[src/pkg/cct_cfg.svh]
// Constants of the 16-bit capture/compare timer: register offsets, reset values,
// clock select codes and prescaler masks. Included by the package and the design.
// Assumes a 20 MHz system clock and APB with 32-bit data, one register per word.
`ifndef CCT_CFG_SVH
`define CCT_CFG_SVH

// ****************************************************************
// Register byte offsets
// ****************************************************************
`define CCT_OFF_CTRL_ONE    6'h00
`define CCT_OFF_CTRL_TWO    6'h04
`define CCT_OFF_STATUS      6'h08
`define CCT_OFF_CNT_HI      6'h0C
`define CCT_OFF_CNT_LO      6'h10
`define CCT_OFF_SHD_HI      6'h14
`define CCT_OFF_SHD_LO      6'h18
`define CCT_OFF_CAP1_HI     6'h1C
`define CCT_OFF_CAP1_LO     6'h20
`define CCT_OFF_CAP2_HI     6'h24
`define CCT_OFF_CAP2_LO     6'h28
`define CCT_OFF_CMP1_HI     6'h2C
`define CCT_OFF_CMP1_LO     6'h30
`define CCT_OFF_CMP2_HI     6'h34
`define CCT_OFF_CMP2_LO     6'h38

// ****************************************************************
// Reset values and counter wrap value
// ****************************************************************
`define CCT_CNT_RESET       16'hFFFC
`define CCT_CMP_RESET       16'h8000
`define CCT_CNT_WRAP        16'hFFFF

// ****************************************************************
// Clock select codes and prescaler masks
// ****************************************************************
`define CCT_CS_DIV4         2'h0
`define CCT_CS_DIV8         2'h1
`define CCT_CS_DIV2         2'h2
`define CCT_CS_EXT          2'h3
`define CCT_MASK_DIV2       3'h1
`define CCT_MASK_DIV4       3'h3
`define CCT_MASK_DIV8       3'h7

`endif

[src/pkg/cct_pkg.sv]
// Types of the 16-bit capture/compare timer.
// Assumes cct_cfg.svh is on the include path.
`include "cct_cfg.svh"

package cct_pkg;

    // ****************************************************************
    // Control register one (bit 7 down to bit 0)
    // ****************************************************************
    typedef struct packed {
        logic capture_irq_enable;
        logic compare_irq_enable;
        logic rollover_irq_enable;
        logic rsvd;
        logic compare_output_level2;
        logic compare_output_level1;
        logic capture_edge_select1;
        logic rsvd0;
    } cct_ctrl_one_s;

    // ****************************************************************
    // Control register two (bit 7 down to bit 0)
    // ****************************************************************
    typedef struct packed {
        logic       compare_output_enable1;
        logic       compare_output_enable2;
        logic       one_pulse_mode;
        logic       pwm_mode;
        logic [1:0] clock_select_field;
        logic       capture_edge_select2;
        logic       ext_clock_edge_select;
    } cct_ctrl_two_s;

    // ****************************************************************
    // Status register (bit 7 down to bit 0)
    // ****************************************************************
    typedef struct packed {
        logic       capture_flag1;
        logic       compare_flag1;
        logic       rollover_flag;
        logic       capture_flag2;
        logic       compare_flag2;
        logic [2:0] rsvd;
    } cct_status_s;

endpackage

[src/verilog/cct_timer.sv]
// 16-bit free-running timer with two capture and two compare channels, APB slave.
// Assumes all pins are synchronous to clk_sys and the APB master follows the protocol.
//
// The implementer's own choices: register access over APB and the address map.
`timescale 1ns/1ps
`include "cct_cfg.svh"

module cct_timer (
    // System
    input  wire logic        clk_sys,
    input  wire logic        nrst,
    // APB slave
    input  wire logic        psel,
    input  wire logic        penable,
    input  wire logic        pwrite,
    input  wire logic [5:0]  paddr,
    input  wire logic [31:0] pwdata,
    output logic      [31:0] prdata,
    output logic             pready,
    output logic             pslverr,
    // CPU side
    input  wire logic        cpu_irq_mask,
    input  wire logic        halt_mode,
    output logic             timer_irq,
    // Timer pins
    input  wire logic        ext_clock_pin,
    input  wire logic [1:0]  capture_pin,
    output logic      [1:0]  compare_output_pin,
    output logic      [1:0]  compare_output_pin_oe
);

    // ****************************************************************
    // State
    // ****************************************************************
    cct_pkg::cct_ctrl_one_s ctrl_one_q, ctrl_one_d;
    cct_pkg::cct_ctrl_two_s ctrl_two_q, ctrl_two_d;
    cct_pkg::cct_status_s   status_q,   status_d;
    logic [15:0]            count_q,    count_d;
    logic [2:0]             presc_q,    presc_d;
    logic                   ext_prev_q, ext_prev_d;
    logic                   new_count_q, new_count_d;
    logic [7:0]             lo_buf_q [2];
    logic [7:0]             lo_buf_d [2];
    logic [1:0]             lo_pend_q,  lo_pend_d;
    logic [15:0]            cap_q [2];
    logic [15:0]            cap_d [2];
    logic [3:0]             cap_prev_q, cap_prev_d;
    logic [1:0]             cap_lock_q, cap_lock_d;
    logic [15:0]            cmp_q [2];
    logic [15:0]            cmp_d [2];
    logic [1:0]             cmp_lock_q, cmp_lock_d;
    logic [1:0]             pin_q,      pin_d;
    cct_pkg::cct_status_s   arm_q,      arm_d;
    logic [31:0]            rdata_q,    rdata_d;

    // ****************************************************************
    // Helpers
    // ****************************************************************
    function automatic logic edge_hit(input logic prev, input logic cur, input logic rising);
        edge_hit = rising ? (!prev && cur) : (prev && !cur);
    endfunction

    function automatic logic is_addr(input logic [5:0] a, input logic [5:0] off);
        is_addr = (a == off);
    endfunction

    // Bus phases; zero wait states so the access edge is the effect edge
    logic access;
    logic wr;
    logic rd;
    logic mapped;
    assign access  = psel && penable;
    assign wr      = access && pwrite;
    assign rd      = access && !pwrite;
    assign pready  = 1'b1;
    assign pslverr = access && !mapped;
    assign prdata  = rdata_q;

    // Address decode
    always_comb begin
        case (paddr)
            `CCT_OFF_CTRL_ONE, `CCT_OFF_CTRL_TWO, `CCT_OFF_STATUS,
            `CCT_OFF_CNT_HI,   `CCT_OFF_CNT_LO,   `CCT_OFF_SHD_HI, `CCT_OFF_SHD_LO,
            `CCT_OFF_CAP1_HI,  `CCT_OFF_CAP1_LO,  `CCT_OFF_CAP2_HI, `CCT_OFF_CAP2_LO,
            `CCT_OFF_CMP1_HI,  `CCT_OFF_CMP1_LO,  `CCT_OFF_CMP2_HI, `CCT_OFF_CMP2_LO: begin
                mapped = 1'b1;
            end
            default: begin
                mapped = 1'b0;
            end
        endcase
    end

    // Timer tick from prescaler or external pin
    logic [2:0] presc_mask;
    logic       tick;
    always_comb begin
        case (ctrl_two_q.clock_select_field)
            `CCT_CS_DIV2: presc_mask = `CCT_MASK_DIV2;
            `CCT_CS_DIV8: presc_mask = `CCT_MASK_DIV8;
            default:      presc_mask = `CCT_MASK_DIV4;
        endcase
        if (halt_mode) begin
            tick = 1'b0;
        end else if (ctrl_two_q.clock_select_field == `CCT_CS_EXT) begin
            // Edge taken at the pin sample; the source keeps four system clocks apart
            tick = edge_hit(ext_prev_q, ext_clock_pin, ctrl_two_q.ext_clock_edge_select);
        end else begin
            tick = ((presc_q & presc_mask) == presc_mask);
        end
    end

    // Access strobes per register
    logic wr_cnt_lo;
    logic wr_shd_lo;
    logic [1:0] cap_hi_rd;
    logic [1:0] cap_lo_acc;
    logic [1:0] cmp_hi_wr;
    logic [1:0] cmp_lo_wr;
    logic [1:0] cmp_lo_acc;
    logic [1:0] cap_en;
    logic [1:0] cap_edge;
    logic [1:0] cmp_hit;
    always_comb begin
        wr_cnt_lo     = wr && is_addr(paddr, `CCT_OFF_CNT_LO);
        wr_shd_lo     = wr && is_addr(paddr, `CCT_OFF_SHD_LO);
        cap_hi_rd[0]  = rd && is_addr(paddr, `CCT_OFF_CAP1_HI);
        cap_hi_rd[1]  = rd && is_addr(paddr, `CCT_OFF_CAP2_HI);
        cap_lo_acc[0] = access && is_addr(paddr, `CCT_OFF_CAP1_LO);
        cap_lo_acc[1] = access && is_addr(paddr, `CCT_OFF_CAP2_LO);
        cmp_hi_wr[0]  = wr && is_addr(paddr, `CCT_OFF_CMP1_HI);
        cmp_hi_wr[1]  = wr && is_addr(paddr, `CCT_OFF_CMP2_HI);
        cmp_lo_wr[0]  = wr && is_addr(paddr, `CCT_OFF_CMP1_LO);
        cmp_lo_wr[1]  = wr && is_addr(paddr, `CCT_OFF_CMP2_LO);
        cmp_lo_acc[0] = access && is_addr(paddr, `CCT_OFF_CMP1_LO);
        cmp_lo_acc[1] = access && is_addr(paddr, `CCT_OFF_CMP2_LO);
        // Channel one is taken by the pulse modes
        cap_en[0] = !(ctrl_two_q.one_pulse_mode || ctrl_two_q.pwm_mode);
        cap_en[1] = 1'b1;
        // Pins are watched whatever their port direction
        cap_edge[0] = edge_hit(cap_prev_q[2], cap_prev_q[0], ctrl_one_q.capture_edge_select1);
        cap_edge[1] = edge_hit(cap_prev_q[3], cap_prev_q[1], ctrl_two_q.capture_edge_select2);
        // Compare once per new count so the flag marks the matching count
        for (int i = 0; i < 2; i++) begin
            cmp_hit[i] = new_count_q && !cmp_lock_q[i] && (count_q == cmp_q[i]);
        end
    end

    // ****************************************************************
    // Next-state logic
    // ****************************************************************
    always_comb begin
        ctrl_one_d  = ctrl_one_q;
        ctrl_two_d  = ctrl_two_q;
        status_d    = status_q;
        count_d     = count_q;
        presc_d     = halt_mode ? presc_q : presc_q + 3'h1;
        ext_prev_d  = ext_clock_pin;
        new_count_d = tick;
        lo_buf_d    = lo_buf_q;
        lo_pend_d   = lo_pend_q;
        cap_d       = cap_q;
        cap_prev_d  = {cap_prev_q[1:0], capture_pin};
        cap_lock_d  = cap_lock_q;
        cmp_d       = cmp_q;
        cmp_lock_d  = cmp_lock_q;
        pin_d       = pin_q;
        arm_d       = arm_q;
        rdata_d     = rdata_q;

        // Counter advance and rollover
        if (tick) begin
            count_d = count_q + 16'h1;
            if (count_q == `CCT_CNT_WRAP) begin
                status_d.rollover_flag = 1'b1;
            end
        end
        if (wr_cnt_lo || wr_shd_lo) begin
            count_d = `CCT_CNT_RESET;
            presc_d = 3'h0;
        end

        // Read data prepared in setup phase; side effects at the access edge, except the count low-byte latch, taken at setup
        if (psel && !penable && !pwrite) begin
            rdata_d = 32'h0;
            case (paddr)
                `CCT_OFF_CTRL_ONE: rdata_d[7:0] = ctrl_one_q;
                `CCT_OFF_CTRL_TWO: rdata_d[7:0] = ctrl_two_q;
                `CCT_OFF_STATUS:   rdata_d[7:0] = status_q;
                `CCT_OFF_CNT_HI,
                `CCT_OFF_SHD_HI:   rdata_d[7:0] = count_q[15:8];
                `CCT_OFF_CNT_LO:   rdata_d[7:0] = lo_pend_q[0] ? lo_buf_q[0] : count_q[7:0];
                `CCT_OFF_SHD_LO:   rdata_d[7:0] = lo_pend_q[1] ? lo_buf_q[1] : count_q[7:0];
                `CCT_OFF_CAP1_HI:  rdata_d[7:0] = cap_q[0][15:8];
                `CCT_OFF_CAP1_LO:  rdata_d[7:0] = cap_q[0][7:0];
                `CCT_OFF_CAP2_HI:  rdata_d[7:0] = cap_q[1][15:8];
                `CCT_OFF_CAP2_LO:  rdata_d[7:0] = cap_q[1][7:0];
                `CCT_OFF_CMP1_HI:  rdata_d[7:0] = cmp_q[0][15:8];
                `CCT_OFF_CMP1_LO:  rdata_d[7:0] = cmp_q[0][7:0];
                `CCT_OFF_CMP2_HI:  rdata_d[7:0] = cmp_q[1][15:8];
                `CCT_OFF_CMP2_LO:  rdata_d[7:0] = cmp_q[1][7:0];
                default:           rdata_d = 32'h0;
            endcase
        end

        // Byte-wise count reads: latch low on first high read only
        if (psel && !pwrite && is_addr(paddr, `CCT_OFF_CNT_HI) && !lo_pend_q[0]) begin
            lo_buf_d[0]  = count_q[7:0];
            lo_pend_d[0] = 1'b1;
        end
        if (psel && !pwrite && is_addr(paddr, `CCT_OFF_SHD_HI) && !lo_pend_q[1]) begin
            lo_buf_d[1]  = count_q[7:0];
            lo_pend_d[1] = 1'b1;
        end
        if (rd && is_addr(paddr, `CCT_OFF_CNT_LO)) begin
            lo_pend_d[0] = 1'b0;
        end
        if (rd && is_addr(paddr, `CCT_OFF_SHD_LO)) begin
            lo_pend_d[1] = 1'b0;
        end

        // Status read arms the clear of flags it returned set
        if (rd && is_addr(paddr, `CCT_OFF_STATUS)) begin
            arm_d = arm_q | cct_pkg::cct_status_s'(rdata_q[7:0]);
        end
        // Shadow low byte never clears the rollover flag
        if (access && is_addr(paddr, `CCT_OFF_CNT_LO) && arm_q.rollover_flag) begin
            status_d.rollover_flag = 1'b0;
            arm_d.rollover_flag    = 1'b0;
        end
        if (tick && count_q == `CCT_CNT_WRAP) begin
            status_d.rollover_flag = 1'b1;
        end

        // Capture channels
        for (int i = 0; i < 2; i++) begin
            if (cap_hi_rd[i]) begin
                cap_lock_d[i] = 1'b1;
            end
            if (cap_lo_acc[i]) begin
                if (!pwrite) begin
                    cap_lock_d[i] = 1'b0;
                end
                if ((i == 0) ? arm_q.capture_flag1 : arm_q.capture_flag2) begin
                    if (i == 0) begin
                        status_d.capture_flag1 = 1'b0;
                        arm_d.capture_flag1    = 1'b0;
                    end else begin
                        status_d.capture_flag2 = 1'b0;
                        arm_d.capture_flag2    = 1'b0;
                    end
                end
            end
            // Pin sample plus this edge gives a flag two cycles after the pin edge
            if (cap_edge[i] && cap_en[i] && !cap_lock_q[i]) begin
                cap_d[i] = count_q;
                if (i == 0) begin
                    status_d.capture_flag1 = 1'b1;
                end else begin
                    status_d.capture_flag2 = 1'b1;
                end
            end
        end

        // Compare channels
        for (int i = 0; i < 2; i++) begin
            if (cmp_hi_wr[i]) begin
                cmp_d[i][15:8] = pwdata[7:0];
                cmp_lock_d[i]  = 1'b1;
            end
            if (cmp_lo_wr[i]) begin
                cmp_d[i][7:0] = pwdata[7:0];
                cmp_lock_d[i] = 1'b0;
            end
            if (cmp_lo_acc[i] && ((i == 0) ? arm_q.compare_flag1 : arm_q.compare_flag2)) begin
                if (i == 0) begin
                    status_d.compare_flag1 = 1'b0;
                    arm_d.compare_flag1    = 1'b0;
                end else begin
                    status_d.compare_flag2 = 1'b0;
                    arm_d.compare_flag2    = 1'b0;
                end
            end
            if (cmp_hit[i]) begin
                pin_d[i] = !compare_output_pin_oe[i] ? pin_q[i] : (i == 0) ? ctrl_one_q.compare_output_level1
                                    : ctrl_one_q.compare_output_level2;
                if (i == 0 && !ctrl_two_q.pwm_mode && !ctrl_two_q.one_pulse_mode) begin
                    status_d.compare_flag1 = 1'b1;
                end
                if (i == 1 && !ctrl_two_q.pwm_mode) begin
                    status_d.compare_flag2 = 1'b1;
                end
            end
        end

        // Control writes
        if (wr && is_addr(paddr, `CCT_OFF_CTRL_ONE)) begin
            ctrl_one_d      = pwdata[7:0];
            ctrl_one_d.rsvd = 1'b0;
            ctrl_one_d.rsvd0 = 1'b0;
        end
        if (wr && is_addr(paddr, `CCT_OFF_CTRL_TWO)) begin
            ctrl_two_d = pwdata[7:0];
        end
        status_d.rsvd = 3'h0;
        arm_d.rsvd    = 3'h0;
    end

    // ****************************************************************
    // Registers
    // ****************************************************************
    always_ff @(posedge clk_sys or negedge nrst) begin
        if (!nrst) begin
            ctrl_one_q  <= '0;
            ctrl_two_q  <= '0;
            status_q    <= '0;
            count_q     <= `CCT_CNT_RESET;
            presc_q     <= 3'h0;
            ext_prev_q  <= 1'b0;
            new_count_q <= 1'b0;
            lo_buf_q[0] <= 8'h00;
            lo_buf_q[1] <= 8'h00;
            lo_pend_q   <= 2'h0;
            cap_q[0]    <= 16'h0000;
            cap_q[1]    <= 16'h0000;
            cap_prev_q  <= 4'h0;
            cap_lock_q  <= 2'h0;
            cmp_q[0]    <= `CCT_CMP_RESET;
            cmp_q[1]    <= `CCT_CMP_RESET;
            cmp_lock_q  <= 2'h0;
            pin_q       <= 2'h0;
            arm_q       <= '0;
            rdata_q     <= 32'h0;
        end else begin
            ctrl_one_q  <= ctrl_one_d;
            ctrl_two_q  <= ctrl_two_d;
            status_q    <= status_d;
            count_q     <= count_d;
            presc_q     <= presc_d;
            ext_prev_q  <= ext_prev_d;
            new_count_q <= new_count_d;
            lo_buf_q    <= lo_buf_d;
            lo_pend_q   <= lo_pend_d;
            cap_q       <= cap_d;
            cap_prev_q  <= cap_prev_d;
            cap_lock_q  <= cap_lock_d;
            cmp_q       <= cmp_d;
            cmp_lock_q  <= cmp_lock_d;
            pin_q       <= pin_d;
            arm_q       <= arm_d;
            rdata_q     <= rdata_d;
        end
    end

    // ****************************************************************
    // Outputs
    // ****************************************************************
    // Pin is driven only when its output is enabled; flags still fire otherwise
    assign compare_output_pin    = pin_q;
    assign compare_output_pin_oe = {ctrl_two_q.compare_output_enable2,
                                    ctrl_two_q.compare_output_enable1};

    // Requests stay pending in the flags until mask and enable allow them
    assign timer_irq = !cpu_irq_mask &&
                       ((status_q.rollover_flag && ctrl_one_q.rollover_irq_enable) ||
                        ((status_q.capture_flag1 || status_q.capture_flag2) && ctrl_one_q.capture_irq_enable) ||
                        ((status_q.compare_flag1 || status_q.compare_flag2) && ctrl_one_q.compare_irq_enable));

endmodule // cct_timer

[config.mk]
export PLATFORM = sky130hd
export DESIGN_NAME = cct_timer
export DESIGN_NICKNAME = d
export VERILOG_FILES = /design/src/pkg/cct_pkg.sv /design/src/verilog/cct_timer.sv
export VERILOG_INCLUDE_DIRS = /design/src /design/src/pkg
export SDC_FILE = /design/constraint.sdc
export NUM_CORES = 1
export LEC_CHECK = 0
export ABC_AREA = 1
export BUFFER_PORTS_ARGS = -buffer_cell sky130_fd_sc_hd__buf_4
export CAP_MARGIN = 20
export CELL_PAD_IN_SITES_DETAIL_PLACEMENT = 0
export CELL_PAD_IN_SITES_GLOBAL_PLACEMENT = 1
export CORE_MARGIN = 4
export CORE_UTILIZATION = 46
export CTS_CLUSTER_SIZE = 24
export DETAILED_ROUTE_END_ITERATION = 10
export GPL_ROUTABILITY_DRIVEN = 1
export PLACE_DENSITY_LB_ADDON = 0.3
export SYNTH_ARGS = -nofsm -noshare
export SYNTH_HDL_FRONTEND = slang
export SYNTH_SLANG_ARGS = --single-unit
[constraint.sdc]
create_clock -name clk_sys -period 2.5 [get_ports clk_sys]
set_input_delay 0.25 -clock clk_sys [delete_from_list [all_inputs] [get_ports clk_sys]]
set_output_delay 0.25 -clock clk_sys [all_outputs]
set_load 0.01 [all_outputs]
* After elaboration in Yosys (flattened, before gate mapping) *
Memories as Yosys holds them, arrays and structs flattened.
Cells that the tools add are included.

operators by class
  add/sub/neg operators = 2
  reductions and logical operators = 97
  muxes and demuxes = 51
  bitwise logic cells = 2
  eq/ne operators = 22

operators by type and width
  operator                                       count
  case mux 8 bit (14 select lines)               1
  logical AND 1 bit                              51
  == test 6 bit, second input constant           7
  two-way mux 1 bit                              42
  == test 16 bit                                 2
  two-way mux 16 bit                             2
  == test 6 x 5 -> 1 bit, second input constant  4
  two-way mux 8 bit                              3
  nonzero test 2 bit                             12
  logical NOT 1 bit                              19
  adder 16 x 1 -> 16 bit, second input constant  1
  == test 16 bit, second input constant          1
  == test 6 x 4 -> 1 bit, second input constant  2
  AND reduction 2 bit                            5
  bitwise OR 8 bit                               1
  == test 6 x 3 -> 1 bit, second input constant  1
  logical NOT 6 bit                              1
  logical OR 1 bit                               6
  two-way mux 3 bit                              2
  case mux 3 bit (2 select lines)                1
  nonzero test 3 bit                             2
  == test 2 bit, second input constant           2
  adder 3 x 1 -> 3 bit, second input constant    1
  AND 3 bit                                      1
  4 further kinds                                4

storage, ports and cells
  register bits after elaboration = 145
  input port bits = 48
  memories kept = 1
  word-level logic and storage cells = 219
  bits in read-only memories = 64

memories
  memory           words  width  rd ports  clocked after Yosys merged registers in  write ports  RTL line         source
  (no name shown)  64     1      1         0                                        0            cct_timer.sv:81  case (paddr)

* Depth between registers and ports, before layout *
  word-level depth = 9
  mapped depth = 12

* Worst setup path after synthesis *
Ideal clock, no wire load.

  kind = register to register
  start = register count_q[8]
  end = register count_q[15]
  path slack = 940 ps
  required time = 2,417 ps
  arrival = 1,477 ps
  library setup time = 83 ps
  clock period less this slack = 1,560 ps
  path buffers = 1
  stages on the path, launching flop included = 9
  path through = dfstp_2 clkbuf_2 inv_1 nor3_1 nand2_1 nor2_1 nand3_1 nand2_1 nand3_1

on the way
  longest elaborated chain between the ends = 3

ends and longest elaborated chain
  what                    RTL line          source
  start, declared         cct_timer.sv:38   logic [15:0] count_q, count_d;
  start signal, assigned  cct_timer.sv:317  count_q <= `CCT_CNT_RESET;
  start signal, assigned  cct_timer.sv:338  count_q <= count_d;
  adder 16 x 1 -> 16 bit  cct_timer.sv:173  count_d = count_q + 16'h1;
  two-way mux 16 bit      cct_timer.sv:172  if (tick) begin
  two-way mux 16 bit      cct_timer.sv:178  if (wr_cnt_lo || wr_shd_lo) begin

Every way passes these cells. The select of a mux whose other input is x is not followed.
A chain may end at the register's enable or synchronous reset.

* Worst setup path after layout *
  start = register count_q[2]
  end = register count_q[15]

Same word-level chain as after synthesis.

==> results by group <==
Placed design
  • Final GP Congestion: approximately 0.95
  • Dpl hpwl: just under 20000 um
  • Worst slack, placed: 0.3819 ns
  • I/O Buffers: 37

Synthesis
  • Adder-Cell Fraction of Synth Area: 0.003072
  • Most common cell in the netlist: nand2_1
  • Mux contribution to synthesized area: 0
  • Post-synth cell types: 37
  • Synth Instances: between 1000 and 1500
  • Compound-cell area share of the yosys netlist: 0.09800
  • Synth top area share: 0.3963
  • Top_reg_cell synth: dfrtp_1
  • Top cells by count, synth: 387 x nand2_1, 137 x inv_1, 129 x dfrtp_1, 122 x nor2_1, 102 x o21ai_0
  • FFs w/ async S/R, synth: 1.000
  • Synth area leader: dfrtp_1
  • Seq/Total Area, Yosys: 0.4479
  • Post-synthesis xor/xnor area fraction: 0.01505
  • Number of synthesized flops with an enable pin: 0
  • Post-Synth Simple-Gate Area: 0.3237
  • FF+latch count, synth: 145
  • Yosys warnings: 0
  • Main combinational cell family by area after synthesis: simple AND/OR/NAND/NOR gates
  • Post-Syn Area per Cell: slightly above 7 um^2
  • Post-Synthesis Cell Area: roughly 8100 um^2
  • Largest cells by area after synthesis: dfrtp_1 40%, nand2_1 18%, inv_1 6.3%

Timing
  • Worst-Margin Slew: between 0.6 and 0.7 ns
  • Slew Viols, Final: 0
  • Setup TNS: 0 ns
  • Tmin final: approximately 1.8 ns
  • Max Fclk: about 540 MHz
  • Fin Hold WS: ~0.039 ns
  • Final period util: 0.7384
  • Unrepaired setup endpoints after global routing: no
  • Skew final: slightly below 0.009 ns
  • Relative max-transition margin: 0.5602
  • Final hold violations: 0
  • Final setup fails: 0
  • Setup ws final: 0.6540 ns

Routing
  • Post-DRT Antenna Nets: 0
  • Total Wirelength: approximately 26000 um
  • Via density: around 5.2
  • DR pass1 iterations: 6
  • Vias: about 7400
  • DRT iter0 DRCs: between 700 and 800
  • DRC: 0
  • Wirelength per Cell: 18.13 um

Floorplan
  • Die Wd: between 100 and 150 um
  • Die area: about 20000 um^2
  • Starting Density: 0.4709
  • Die H: 141.1 um
  • I/O Pins: 87
  • Core ar.: 17300 um^2
  • FP Rows: 48

GRT
  • GRT overflow: 0
  • First-pass GRT wire length: between 30000 and 40000 um
  • Vias in the first global route: 6874
  • Gr usage total: 0.2635
  • Largest net degree at the start of global routing: 53
  • Initial antenna violation count: 0

Power and ir drop
  • Clock power frac: 0.380
  • Max VDD drop: about 0.53 mV
  • Switching share of power: 0.3202
  • Leak: 0.004711 uW
  • Int Pwr: roughly 4900 uW
  • Power per Cell Area: approximately 800 nW/um^2
  • Power share of the combinational group: 0.193
  • P_sw: 2306 uW
  • Register share of total power: 0.427

Job
  • Max-cap violations: 0

Setup path
  • FF-to-FF setup slack: 0.65 ns
  • Critical Path End Type: flop
  • Crit Path Class: reg2reg
  • CP max FO: 6
  • Critical Path AT: around 2.2 ns
  • Startpoint Class: flop
  • Worst endpoint required time: approximately 2.9 ns

Hold path
  • Hold Path Class: in2reg

CTS
  • CTS tree: done
  • CTS H-tree depth: 4
  • Root Driver: clkbuf_16
  • # Post-CTS Setup Buffers: 0
  • Number of buffers created by CTS: 17
  • CTS Buffer Depth: 2
  • Clock Latency Late Sink: about 0.44 ns
  • Worst-path clk slew: around 0.060 ns
  • Sink Count: approximately 150
  • CTS resizes: 0

Finish
  • Final net count: 1237
  • Antenna fix cells: 0
  • Layout cells sized above 1: 0.1117
  • Layout Area Growth over Synthesis: 13.64%
  • Fin util: 0.5352

Outcome
  • Status: finished clean
-- critical path: stages, from the launching register on --
cell	delay [ns]
dfstp_2	0.59
nand2_1	0.08
nor3_1	0.41
nand2_1	0.09
nor2_1	0.33
nand3_1	0.13
nand2_1	0.08
nand3_1	0.06
-- placed cells by master, fill, tap and decap left out, drive strengths merged --
master       count
inv            145
or2              1
o21bai           2
conb            25
bufinv           4
clkinvlp         2
clkbuf          21
dfstp           16
a31oi            1
nand3b           1
o21a             8
nand3           63
buf             55
nand2          391
nor4             1
nor3            11
ha               2
nand4           27
dlygate4sd3      4
a21oi           19
xor2             9
nor2           132
o211ai           1
a31o             1
clkinv           6
dfrtp          129
o22ai            3
o21ai          115
xnor2            5
-- state kept, by name, summed over array words and instances (netlist names), 5 cells and up --
| signal | cells |
|---|---|
| cmp_q | 32 |
| arm_q | 5 |
| cap_q | 32 |
| ctrl_one_q | 6 |
| count_q | 16 |
| ctrl_two_q | 6 |
| lo_buf_q | 16 |
| prdata | 8 |
| status_q | 5 |
-- timing repair --
item,CTS,global route
endpoints found under the hold margin,35,0
setup endpoints to repair,0,0
hold buffers,4,0
-- per-layer routing --
metal  part of all wire  global-route usage
met3              0.062             0.04444
met2               0.47              0.4261
met1               0.44              0.3619
met5                  0                   0
met4              0.027             0.08516
-- cell type report --
cell class	instances	area (um^2)
Multi-Input combinational cell	818	3676
Tap cell	225	281.5
Timing Repair Buffer	59	481.7
Clock inverter	11	160.2
Fill cell	1779	8040
Inverter	146	548.0
Sequential cell	145	3649
Clock buffer	21	460.4
-- cells by family after synthesis --
| group | count (synthesis) |
|---|---|
| AO/OA/AOI/OAI | 150 |
| XOR/XNOR | 14 |
| adder cells (fa/ha/maj) | 2 |
| buffers and inverters | 208 |
| flip-flops | 145 |
| other | 2 |
| AND/OR/NAND/NOR | 627 |
-- stage by stage --
step	area [um^2]	power, uW	cells
final	9256	7203	1425
after global routing	9256	7532	1425
after CTS	9256	7207	1425
after detailed placement	8596	4464	1389
after global placement	8596	4435	1389
after floorplan	8232	3936	1171
-- path summary, 6_finish.rpt --
kind | from | cells after the start | to
max | count_q[2]$_DFFE_PN1P_ | 7 | count_q[15]$_DFFE_PN1P_
min | pwdata[4] | 3 | cmp_q[20]$_DFFE_PN0P_
max reg2reg | count_q[2]$_DFFE_PN1P_ | 7 | count_q[15]$_DFFE_PN1P_
min reg2reg | cap_prev_q[1]$_DFF_PN0_ | 0 | cap_prev_q[3]$_DFF_PN0_
max in group asynchronous | nrst | 3 | cmp_q[31]$_DFFE_PN1P_
min in group asynchronous | nrst | 2 | lo_buf_q[9]$_DFFE_PN0P_
-- power by group through the flow --
stage	Sequential, uW	Combinational (uW)	Clock [uW]
2_1_floorplan	2950	988	0
3_3_place_gp	3100	1340	0
3_5_place_dp	3100	1370	0
4_1_cts	3070	1380	2760
5_1_grt	3120	1570	2850
6_report	3070	1390	2740
No activity file was read; power rests on OpenSTA's default activity.
